===== config.mk =====
export PLATFORM = sky130hd
export DESIGN_NAME = sps_page_stack
export DESIGN_NICKNAME = d
export VERILOG_FILES = /design/src/inc/sps_pkg.sv /design/src/logic/sps_page_stack.sv
export VERILOG_INCLUDE_DIRS = /design/src /design/src/inc
export SDC_FILE = /design/constraint.sdc
export NUM_CORES = 1
export LEC_CHECK = 0
export BUFFER_PORTS_ARGS = -buffer_cell sky130_fd_sc_hd__buf_2
export CORE_MARGIN = 3
export CORE_UTILIZATION = 30
export CTS_BUF_LIST = sky130_fd_sc_hd__clkbuf_16
export CTS_CLUSTER_DIAMETER = 60
export DETAILED_ROUTE_END_ITERATION = 7
export PLACE_DENSITY = 0.63
export RECOVER_POWER = 25
export SLEW_MARGIN = 10
export SYNTH_ARGS = -nofsm -noshare
export SYNTH_HDL_FRONTEND = slang
export SYNTH_SLANG_ARGS = --single-unit

===== constraint.sdc =====
create_clock -name clk_i -period 6.2 [get_ports clk_i]
set_clock_uncertainty 0.05 [all_clocks]
set_input_delay 0.31 -clock clk_i [delete_from_list [all_inputs] [get_ports clk_i]]
set_output_delay 0.31 -clock clk_i [all_outputs]
set_load 0.02 [all_outputs]

===== src/inc/sps_params.svh =====
// Purpose: constants for the page stack block
// Assumes: byte-wide registers on a 32-bit classic bus
// Notes:   offsets are register indexes; byte address is four times
`ifndef SPS_PARAMS_SVH
`define SPS_PARAMS_SVH
`define SPS_IDX_PAGE_SELECT   8'h84
`define SPS_IDX_STACK_SECOND  8'h85
`define SPS_IDX_STACK_THIRD   8'h86
`define SPS_IDX_AUTO_CONTROL  8'h96
`define SPS_PAGE_CONTROL      8'h0f
`define SPS_RST_PAGE_SELECT   8'h00
`define SPS_RST_STACK         8'h00
`define SPS_RST_AUTO_CONTROL  8'h01
`define SPS_BIT_AUTO_ENABLE   0
`define SPS_SFR_BASE          8'h80
`define SPS_ADR_LSB           2
`define SPS_ADR_MSB           9
`endif


===== src/inc/sps_pkg.sv =====
// Purpose: types for the page stack block
// Assumes: nothing beyond the params header
// Notes:   none
package sps_pkg;
    typedef logic [7:0] sps_byte_t;
    typedef enum logic [1:0] {
        SPS_IDLE = 2'b00,
        SPS_ACK  = 2'b01
    } sps_bus_st_t;
endpackage : sps_pkg


===== src/logic/sps_page_stack.sv =====
// Purpose: three-byte page stack with paged register decode
// Assumes: core gives one-cycle push and pop pulses on clk_i
// Notes:   classic wishbone slave, one wait state per access
//          writes land on the ack edge, read data is registered at the take
// Behaviour
// - The second stack byte is a read/write byte at 0x85 on every page, reset to zero.
// - The third stack byte is a read/write byte at 0x86 on every page, reset to zero.
// - The stack holds three bytes: active page, then second, then third.
// - Software access to a stack byte changes only that byte and never shifts the stack.
// - The stack shifts down only on interrupt service and up only on interrupt return.
// - A value written to the second byte becomes the active page on the next return.
// - Reading the second byte returns the page that the next return will activate.
// - A value written to the third byte moves into the second byte on the next return.
// - Reading the third byte returns the bottom entry of the stack.
// - Decode of 0x80 to 0xFF uses address and active page, stack bytes on all pages.
// - On entry with auto paging on, bytes shift down and the top takes the new page.
// - Bit 0 of the page control register, reset to one, enables the auto paging.
`timescale 1ns/1ps
`include "sps_params.svh"
module sps_page_stack
    import sps_pkg::*;
(
    input  wire logic        clk_i,
    input  wire logic        rst_i,
    input  wire logic        wb_cyc_i,
    input  wire logic        wb_stb_i,
    input  wire logic        wb_we_i,
    input  wire logic [31:0] wb_adr_i,
    input  wire logic [3:0]  wb_sel_i,
    input  wire logic [31:0] wb_dat_i,
    output logic      [31:0] wb_dat_o,
    output logic             wb_ack_o,
    input  wire logic        irq_push_i,
    input  wire logic [7:0]  irq_page_i,
    input  wire logic        irq_pop_i,
    output logic      [7:0]  active_page_o,
    output logic             auto_paging_enable_o
);

    sps_byte_t   page_select_r;
    sps_byte_t   stack_second_r;
    sps_byte_t   stack_third_r;
    sps_byte_t   auto_control_r;
    sps_byte_t   page_select_nxt;
    sps_byte_t   stack_second_nxt;
    sps_byte_t   stack_third_nxt;
    sps_bus_st_t bus_st_r;
    logic [31:0] rdata_r;
    logic [7:0]  idx;
    logic        req;
    logic        wr_stb;
    logic        hit_sel;
    logic        hit_second;
    logic        hit_third;
    logic        hit_ctrl;
    logic        auto_en;
    logic        push;
    logic        pop;

    // register index decoded with the active page
    function automatic logic page_hit(input logic [7:0] a, input logic [7:0] want,
                                      input logic all_pages, input logic [7:0] pg);
        page_hit = (a == want) && (all_pages || (pg == `SPS_PAGE_CONTROL));
    endfunction : page_hit

    assign idx        = wb_adr_i[`SPS_ADR_MSB:`SPS_ADR_LSB];
    assign req        = wb_cyc_i && wb_stb_i && (bus_st_r == SPS_IDLE)
                        && (idx >= `SPS_SFR_BASE);
    assign wr_stb     = wb_cyc_i && wb_stb_i && wb_ack_o && wb_we_i && wb_sel_i[0]
                        && (idx >= `SPS_SFR_BASE);                          // lands on ack edge
    assign hit_sel    = page_hit(idx, `SPS_IDX_PAGE_SELECT, 1'b1, page_select_r);
    assign hit_second = page_hit(idx, `SPS_IDX_STACK_SECOND, 1'b1, page_select_r);
    assign hit_third  = page_hit(idx, `SPS_IDX_STACK_THIRD, 1'b1, page_select_r);
    assign hit_ctrl   = page_hit(idx, `SPS_IDX_AUTO_CONTROL, 1'b0, page_select_r);
    assign auto_en    = auto_control_r[`SPS_BIT_AUTO_ENABLE];
    assign push       = irq_push_i && auto_en;
    assign pop        = irq_pop_i && auto_en && !irq_push_i;

    // write first, then shift
    always_comb begin
        page_select_nxt  = page_select_r;
        stack_second_nxt = stack_second_r;
        stack_third_nxt  = stack_third_r;
        if (wr_stb && hit_sel) begin
            page_select_nxt = wb_dat_i[7:0];
        end
        if (wr_stb && hit_second) begin
            stack_second_nxt = wb_dat_i[7:0];
        end
        if (wr_stb && hit_third) begin
            stack_third_nxt = wb_dat_i[7:0];
        end
        if (push) begin
            stack_third_nxt  = stack_second_nxt;
            stack_second_nxt = page_select_nxt;
            page_select_nxt  = irq_page_i;
        end else if (pop) begin
            page_select_nxt  = stack_second_nxt;
            stack_second_nxt = stack_third_nxt;
        end
    end

    always_ff @(posedge clk_i) begin
        if (rst_i) begin
            page_select_r <= `SPS_RST_PAGE_SELECT;
        end else begin
            page_select_r <= page_select_nxt;
        end
    end

    always_ff @(posedge clk_i) begin
        if (rst_i) begin
            stack_second_r <= `SPS_RST_STACK;
        end else begin
            stack_second_r <= stack_second_nxt;
        end
    end

    always_ff @(posedge clk_i) begin
        if (rst_i) begin
            stack_third_r <= `SPS_RST_STACK;
        end else begin
            stack_third_r <= stack_third_nxt;
        end
    end

    always_ff @(posedge clk_i) begin
        if (rst_i) begin
            auto_control_r <= `SPS_RST_AUTO_CONTROL;
        end else if (wr_stb && hit_ctrl) begin
            auto_control_r <= {7'h00, wb_dat_i[`SPS_BIT_AUTO_ENABLE]};
        end
    end

    // bus answer: one ack per request, unmapped reads as zero
    always_ff @(posedge clk_i) begin
        if (rst_i) begin
            bus_st_r <= SPS_IDLE;
            rdata_r  <= 32'h0000_0000;
        end else begin
            unique case (bus_st_r)
                SPS_IDLE: begin
                    if (wb_cyc_i && wb_stb_i) begin
                        bus_st_r <= SPS_ACK;
                        rdata_r  <= 32'h0000_0000;
                        if (req && hit_sel) begin
                            rdata_r <= {24'h000000, page_select_r};
                        end else if (req && hit_second) begin
                            rdata_r <= {24'h000000, stack_second_r};
                        end else if (req && hit_third) begin
                            rdata_r <= {24'h000000, stack_third_r};
                        end else if (req && hit_ctrl) begin
                            rdata_r <= {24'h000000, auto_control_r};
                        end
                    end
                end
                SPS_ACK: begin
                    bus_st_r <= SPS_IDLE;
                end
                default: begin
                    bus_st_r <= SPS_IDLE;
                end
            endcase
        end
    end

    assign wb_ack_o             = (bus_st_r == SPS_ACK);
    assign wb_dat_o             = rdata_r;
    assign active_page_o        = page_select_r;
    assign auto_paging_enable_o = auto_en;

    property p_push;
        @(posedge clk_i) disable iff (rst_i)
        (push && !wr_stb) |=> (page_select_r == $past(irq_page_i))
            && (stack_second_r == $past(page_select_r))
            && (stack_third_r == $past(stack_second_r));
    endproperty
    stack_push_a: assert property (p_push) else $error("push shift wrong");

    stack_pop_a: assert property (
        @(posedge clk_i) disable iff (rst_i)
        (pop && !wr_stb) |=> (page_select_r == $past(stack_second_r))
            && (stack_second_r == $past(stack_third_r))
    ) else $error("pop shift wrong");

    stack_hold_a: assert property (
        @(posedge clk_i) disable iff (rst_i)
        (!irq_push_i && !irq_pop_i && !wr_stb) |=> $stable(page_select_r)
            && $stable(stack_second_r) && $stable(stack_third_r)
    ) else $error("stack moved without event");

    second_write_a: assert property (
        @(posedge clk_i) disable iff (rst_i)
        (wr_stb && hit_second && !push && !pop) |=> (stack_second_r == $past(wb_dat_i[7:0]))
            && $stable(page_select_r) && $stable(stack_third_r)
    ) else $error("second byte write wrong");

    third_write_a: assert property (
        @(posedge clk_i) disable iff (rst_i)
        (wr_stb && hit_third && !push && !pop) |=> (stack_third_r == $past(wb_dat_i[7:0]))
            && $stable(stack_second_r) && $stable(page_select_r)
    ) else $error("third byte write wrong");

    second_read_a: assert property (
        @(posedge clk_i) disable iff (rst_i)
        (req && !wb_we_i && hit_second) |=> wb_ack_o && (wb_dat_o[7:0] == $past(stack_second_r))
    ) else $error("second byte read wrong");

    third_read_a: assert property (
        @(posedge clk_i) disable iff (rst_i)
        (req && !wb_we_i && hit_third) |=> wb_ack_o && (wb_dat_o[7:0] == $past(stack_third_r))
    ) else $error("third byte read wrong");

    auto_off_a: assert property (
        @(posedge clk_i) disable iff (rst_i)
        (!auto_en && !wr_stb) |=> $stable(page_select_r) && $stable(stack_second_r)
    ) else $error("stack moved while disabled");

    write_then_push_a: assert property (
        @(posedge clk_i) disable iff (rst_i)
        (push && wr_stb && hit_sel) |=> (stack_second_r == $past(wb_dat_i[7:0]))
    ) else $error("write not applied before push");

    ctrl_page_a: assert property (
        @(posedge clk_i) disable iff (rst_i)
        (wr_stb && (idx == `SPS_IDX_AUTO_CONTROL) && (page_select_r != `SPS_PAGE_CONTROL))
            |=> $stable(auto_control_r)
    ) else $error("control written off its page");

    // bus answer checks
    ack_pulse_a: assert property (
        @(posedge clk_i) disable iff (rst_i)
        wb_ack_o |=> !wb_ack_o
    ) else $error("ack held for two cycles");

    ack_answer_a: assert property (
        @(posedge clk_i) disable iff (rst_i)
        (wb_cyc_i && wb_stb_i && !wb_ack_o) |=> wb_ack_o
    ) else $error("request not answered");

    ack_cause_a: assert property (
        @(posedge clk_i) disable iff (rst_i)
        (!(wb_cyc_i && wb_stb_i) && !wb_ack_o) |=> !wb_ack_o
    ) else $error("ack without request");

    read_upper_a: assert property (
        @(posedge clk_i) disable iff (rst_i)
        wb_ack_o |-> (wb_dat_o[31:8] == 24'h000000)
    ) else $error("upper read bits not zero");

    // decode and read checks
    low_index_a: assert property (
        @(posedge clk_i) disable iff (rst_i)
        (wb_cyc_i && wb_stb_i && !wb_ack_o && (idx < `SPS_SFR_BASE))
            |=> (wb_dat_o == 32'h0000_0000)
    ) else $error("low index read not zero");

    ctrl_hidden_a: assert property (
        @(posedge clk_i) disable iff (rst_i)
        (req && !wb_we_i && (idx == `SPS_IDX_AUTO_CONTROL)
            && (page_select_r != `SPS_PAGE_CONTROL)) |=> (wb_dat_o == 32'h0000_0000)
    ) else $error("control seen off its page");

    unmapped_read_a: assert property (
        @(posedge clk_i) disable iff (rst_i)
        (req && !wb_we_i && !hit_sel && !hit_second && !hit_third && !hit_ctrl)
            |=> (wb_dat_o == 32'h0000_0000)
    ) else $error("unmapped read not zero");

    sel_read_a: assert property (
        @(posedge clk_i) disable iff (rst_i)
        (req && !wb_we_i && hit_sel) |=> wb_ack_o && (wb_dat_o[7:0] == $past(page_select_r))
    ) else $error("top byte read wrong");

    ctrl_read_a: assert property (
        @(posedge clk_i) disable iff (rst_i)
        (req && !wb_we_i && hit_ctrl) |=> wb_ack_o && (wb_dat_o[7:0] == $past(auto_control_r))
    ) else $error("control read wrong");

    // write and stack checks
    sel_write_a: assert property (
        @(posedge clk_i) disable iff (rst_i)
        (wr_stb && hit_sel && !push && !pop) |=> (page_select_r == $past(wb_dat_i[7:0]))
            && $stable(stack_second_r) && $stable(stack_third_r)
    ) else $error("top byte write wrong");

    ctrl_write_a: assert property (
        @(posedge clk_i) disable iff (rst_i)
        (wr_stb && hit_ctrl) |=> (auto_en == $past(wb_dat_i[`SPS_BIT_AUTO_ENABLE]))
    ) else $error("control write wrong");

    write_early_a: assert property (
        @(posedge clk_i) disable iff (rst_i)
        (wb_cyc_i && wb_stb_i && wb_we_i && !wb_ack_o && !irq_push_i && !irq_pop_i)
            |=> $stable(page_select_r) && $stable(stack_second_r) && $stable(stack_third_r)
    ) else $error("write landed before ack");

    read_still_a: assert property (
        @(posedge clk_i) disable iff (rst_i)
        (req && !wb_we_i && !irq_push_i && !irq_pop_i)
            |=> $stable(page_select_r) && $stable(stack_second_r) && $stable(stack_third_r)
    ) else $error("read moved the stack");

    push_wins_a: assert property (
        @(posedge clk_i) disable iff (rst_i)
        (irq_push_i && irq_pop_i && auto_en && !wr_stb)
            |=> (page_select_r == $past(irq_page_i)) && (stack_second_r == $past(page_select_r))
    ) else $error("push did not win over pop");

    paging_off_a: assert property (
        @(posedge clk_i) disable iff (rst_i)
        ((irq_push_i || irq_pop_i) && !auto_en && !wr_stb)
            |=> $stable(page_select_r) && $stable(stack_second_r) && $stable(stack_third_r)
    ) else $error("stack moved with paging off");

    pop_write_a: assert property (
        @(posedge clk_i) disable iff (rst_i)
        (pop && wr_stb && hit_second) |=> (page_select_r == $past(wb_dat_i[7:0]))
    ) else $error("second write not applied before pop");

    pop_third_a: assert property (
        @(posedge clk_i) disable iff (rst_i)
        (pop && wr_stb && hit_third) |=> (stack_second_r == $past(wb_dat_i[7:0]))
    ) else $error("third write not applied before pop");

    push_third_a: assert property (
        @(posedge clk_i) disable iff (rst_i)
        (push && wr_stb && hit_third) |=> (stack_third_r == $past(stack_second_r))
    ) else $error("bottom not overwritten by push");

    pop_top_a: assert property (
        @(posedge clk_i) disable iff (rst_i)
        (pop && wr_stb && hit_sel) |=> (page_select_r == $past(stack_second_r))
    ) else $error("pop did not replace top");

endmodule : sps_page_stack


* Yosys cells after proc, flatten, opt, wreduce, memory -nomap -nowiden
Index checks and enable logic that the tools add are counted.
** Operators by class
- Magnitude comparators :: 1
- Bitwise logic cells :: 1
- Equality and inequality tests :: 5
- Reductions and logical operators :: 23
- Multiplexer cells :: 12
** Operators with widths (number)
- $mux 8 :: 11
- $eq 8x8->1 const B :: 4
- $logic_and 1x1->1 :: 19
- $eq 8x4->1 const B :: 1
- $ge 8x8->1 const B :: 1
- $logic_not 2->1 :: 1
- $reduce_and 2->1 :: 1
- $reduce_or 2->1 :: 1
- $logic_not 1->1 :: 1
- $mux 1 :: 1
- $not 1->1 :: 1
** Word-level totals
- Output and inout port bits :: 42
- Bits in registers :: 58
- Bits of input ports :: 83
- Word-level logic and storage cells :: 48

* Logic depth before layout (Yosys ltp)
- Depth in word-level cells :: 9
- Depth in mapped cells :: 9
- Depth with buffers taken out :: 5

* Worst setup path before layout
Ideal clock, no wire load.
- Path type :: input to register
- Start point :: input wb_adr_i[6]
- End point :: register stack_second_r[0]
- Setup time :: 145 ps
- Arrival :: 2168 ps
- Path slack :: 3837 ps
- Path buffers :: 1
- Stages :: 6
- Data required time :: 6005 ps
- Cells stage by stage :: or4b_1 > or4_4 > or3_1 > clkbuf_1 > nor3_1 > a2111oi_2
** Between the ends
- Cells in the longest elaborated chain, start to end :: 6
- Elaborated cells on any way between the ends :: 13
- Those cells by class :: order compare (1); eq/ne (3); mux (5); reduce/logical (4)
** RTL lines
- from (decl) :: RTL line sps_page_stack.sv:28 : input wire logic [31:0] wb_adr_i,
- $ge 8x8->1 (no line)
- $logic_and 1x1->1 :: RTL line sps_page_stack.sv:69 : assign wr_stb = wb_cyc_i && wb_stb_i && wb_ack_o && wb_we_i && wb_sel_i[0]
- $logic_and 1x1->1, on equally long branches :: RTL line sps_page_stack.sv:87, sps_page_stack.sv:90
- $mux 8, on equally long branches :: RTL line sps_page_stack.sv:87, sps_page_stack.sv:90
- $mux 8 :: RTL line sps_page_stack.sv:97 : end else if (pop) begin
- $mux 8 (*) :: RTL line sps_page_stack.sv:93 : if (push) begin
- to (signal assigned) :: RTL line sps_page_stack.sv:113 : stack_second_r <= `SPS_RST_STACK;
- to (signal assigned) :: RTL line sps_page_stack.sv:115 : stack_second_r <= stack_second_nxt;
- to (decl) :: RTL line sps_page_stack.sv:41 : sps_byte_t stack_second_r;
Mark *: on every way between the ends. The rest lies on a longest branch, timed or not.
A chain may end at the register's enable or synchronous reset.

* Final worst setup path
- Start point :: input wb_adr_i[3]
- End point :: register stack_second_r[7]
Same word-level chain as after synthesis.

==> results.cfg <==
[clock_tree]
clk_pin_slew_ns = 0.05
cts_buffers = 5
cts.sinks = 34
clock_latency_ns = 0.28
cts_tree = yes
cts_resized = 0
cts_root_buf = clkbuf_16
cts_buffer_depth = 2
htreeDepth = 2
postCtsSetupBuffers = 0
hold_buffers = 0

[timing]
final-hold-violation-count = 0
max_clock_freq_ghz = 0.3327
rsz0062_at_grt = false
setup_violations = 0
slew_violations = 0
finalSetupTns_ns = 0
tightestPinTransition_ns = 1.057
post-route-min-period_ns = 3.005
fin_crit_sh_pct = 48.47
slew_headroom_pct = 28.50

[placed_design]
numPortBuffers = 49
hpwl_microns = 4843
place_congestion = 0.8220

[setup_path]
critical_path.reg2reg.endpoint = active_page_o[2]
r2r_start = auto_control_r[0]
r2r_setup_slack_ns = 3.83
required_ns = 6.27
arrival_ns = 3.08
startpoint_type = input pin
path_class = input pin to flip-flop
crit_fanout = 10
endpoint_kind = flip-flop
r2r_cells = 5

[flow_run]
drv_cap = 0

[floorplan]
die_h_microns = 92.28
initial_core_util_pct = 31.82
core_sq_mm = 0.007019
row_count = 30
dieArea_sq_mm = 0.008516
dieWidth_microns = 92.28
ioPinCount = 125

[drt]
post-route-drc-count = 0
routed-wl-met3_microns = 549
vias = 2181
dr.first_iter.drc_count = 194
m1WireLength_microns = 2988
drtPass1Iterations = 4
drt-total-wl_microns = 6832
ant_nets = 0
wl_met2_microns = 3207
wl_per_cell_microns = 17.25
highest_layer = met4
drt-vias-per-instance = 5.508

[grt]
grt_util_all_layers_pct = 16.41
antenna_found_initial = 0
overflow = 0
grt_pass1_wl_microns = 11090
grt_pass1_vias = 2162
grt_max_degree = 35

[cells_and_area]
n_fill_cell = 746
areaGrowthSynthToFinish_pct = 14.57
final_core_util_pct = 36.45
antennaDiodeCount = 0
fin_nets = 383
drive_gt1_share_pct = 22.00

[hold_path]
worst_hold_path.endpoint = active_page_o[4]
hold_start = irq_page_i[4]
hp-class = input pin to flip-flop
hold_depth = 3

[logic_synthesis]
synth_edf_count = 0
synth_ff_type = dfxtp_1
avgSynthCellArea_sq_um = 8.428
ys_warn_count = 0
synth_cell_types = 41
synth_cells = 265
synth-seq-cells = 34
async_flop_share_pct = 0
syn_area_sq_mm = 0.002233
synth_seq_area_share_pct = 30.48

[pwr]
leakage_nw = 0.9172
irDropWorstVdd_v = 0.0001138
powerDensity_mw_per_mm2 = 228.8

[status]
status = completed
-- logic make-up (layout without fill, tap and decap cells) --
logic type                count (synthesis)  count (layout)  share of synthesized area (%)
and+or+nand+nor                         105             105                          24.82
other                                     1              24                         0.1679
muxes                                    16              16                          7.619
DFF                                      34              34                          30.48
AOI/OAI and AO/OA                        63              63                          24.71
xor gates and xnor gates                  1               1                         0.3922
buffers and inverters                    45              57                          11.82
-- worst max-delay path, cell delays in order --
cell	delay (ns)
buf_2	0.17
nor4bb_2	0.93
and4_1	0.77
nor2_1	0.34
a221oi_1	0.42
a2111oi_2	0.12
-- metrics by stage --
step           std cells  power (mW)  hold slack (ns)  cell area (sq um)  setup WS [ns]
2_1_floorplan        288      0.3337           0.4128               2320          3.837
3_3_place_gp         389      0.3559           0.4296               2441          3.076
3_5_place_dp         389      0.3583           0.4301               2441          2.948
4_1_cts              396      0.5905           0.2612               2574          3.242
5_1_grt              396      0.6105           0.2710               2559          3.175
6_report             396      0.5855           0.2613               2559          3.195
-- routing by layer --
metal / global-route usage, % / vias up
li1: - / 1023
met1: 21.65 / 1052
met2: 26.76 / 97
met3: 3.199 / 9
met4: 5.446 / 0
met5: 0 / -
-- where the power goes --
part	switching [mW]	total, mW	internal [mW]
Clock	0.0885	0.232	0.143
Combinational	0.0714	0.107	0.0354
Sequential	0.0136	0.247	0.233
Total	0.173	0.586	0.412
-- cell type report --
class / count / area (sq um) / share of cell area, %
clock buffer: 5 / 125.1 / 4.890
timing repair buffer: 50 / 237.7 / 9.291
multi-input combinational: 209 / 1388 / 54.23
sequential: 34 / 680.7 / 26.60
clock inverter: 2 / 7.507 / 0.2934
tap: 96 / 120.1 / 4.694
-- synth_stat cells (2+ instances only) --
library cell	instances	area share, %
and3_1	3	0.84
a22oi_1	7	2.4
nor3_1	23	5.2
nand2_1	18	3.0
nor2_1	37	6.2
nand3_1	2	0.45
and4_1	3	1.2
nor4bb_1	2	0.90
a221oi_1	16	6.3
a21oi_1	3	0.67
nor3_2	2	0.90
dfxtp_1	34	30
a2111oi_2	8	5.4
buf_4	24	8.1
mux2i_1	8	3.6
nand2b_1	2	0.56
buf_2	4	0.90
clkbuf_1	16	2.7
mux2_2	8	4.0
a211oi_1	24	8.1
-- flip-flops by register name (all words and copies together) (netlist names) --
signal,count
bus_st_r,1
stack_third_r,8
stack_second_r,8
auto_control_r,1
wb_dat_o,8
active_page_o,8
-- worst max path at each step --
stage                                    to  cells after the start         from  slack (ns)
final                     stack_second_r[7]                      6  wb_adr_i[3]        3.19
after CTS                 stack_second_r[7]                      6  wb_adr_i[3]        3.24
after global placement    stack_second_r[1]                      6  wb_adr_i[3]        3.08
after floorplan           stack_second_r[0]                      6  wb_adr_i[6]        3.84
after detailed placement  stack_second_r[7]                      6  wb_adr_i[3]        2.95
after global routing      stack_second_r[5]                      6  wb_adr_i[3]        3.17
-- placed cells by master, fill, tap and decap left out, types with 3 or more instances in the layout --
cell type,n
a21oi_1,3
a2111oi_2,8
mux2i_1,8
buf_2,37
mux2_2,8
a221oi_1,16
nand2_1,18
and4_1,3
and3_1,3
a211oi_1,24
dfxtp_1,34
clkbuf_16,5
a22oi_1,7
nor3_1,23
clkbuf_1,12
nor2_1,37
conb_1,24
No activity file was read; power rests on OpenSTA's default activity.
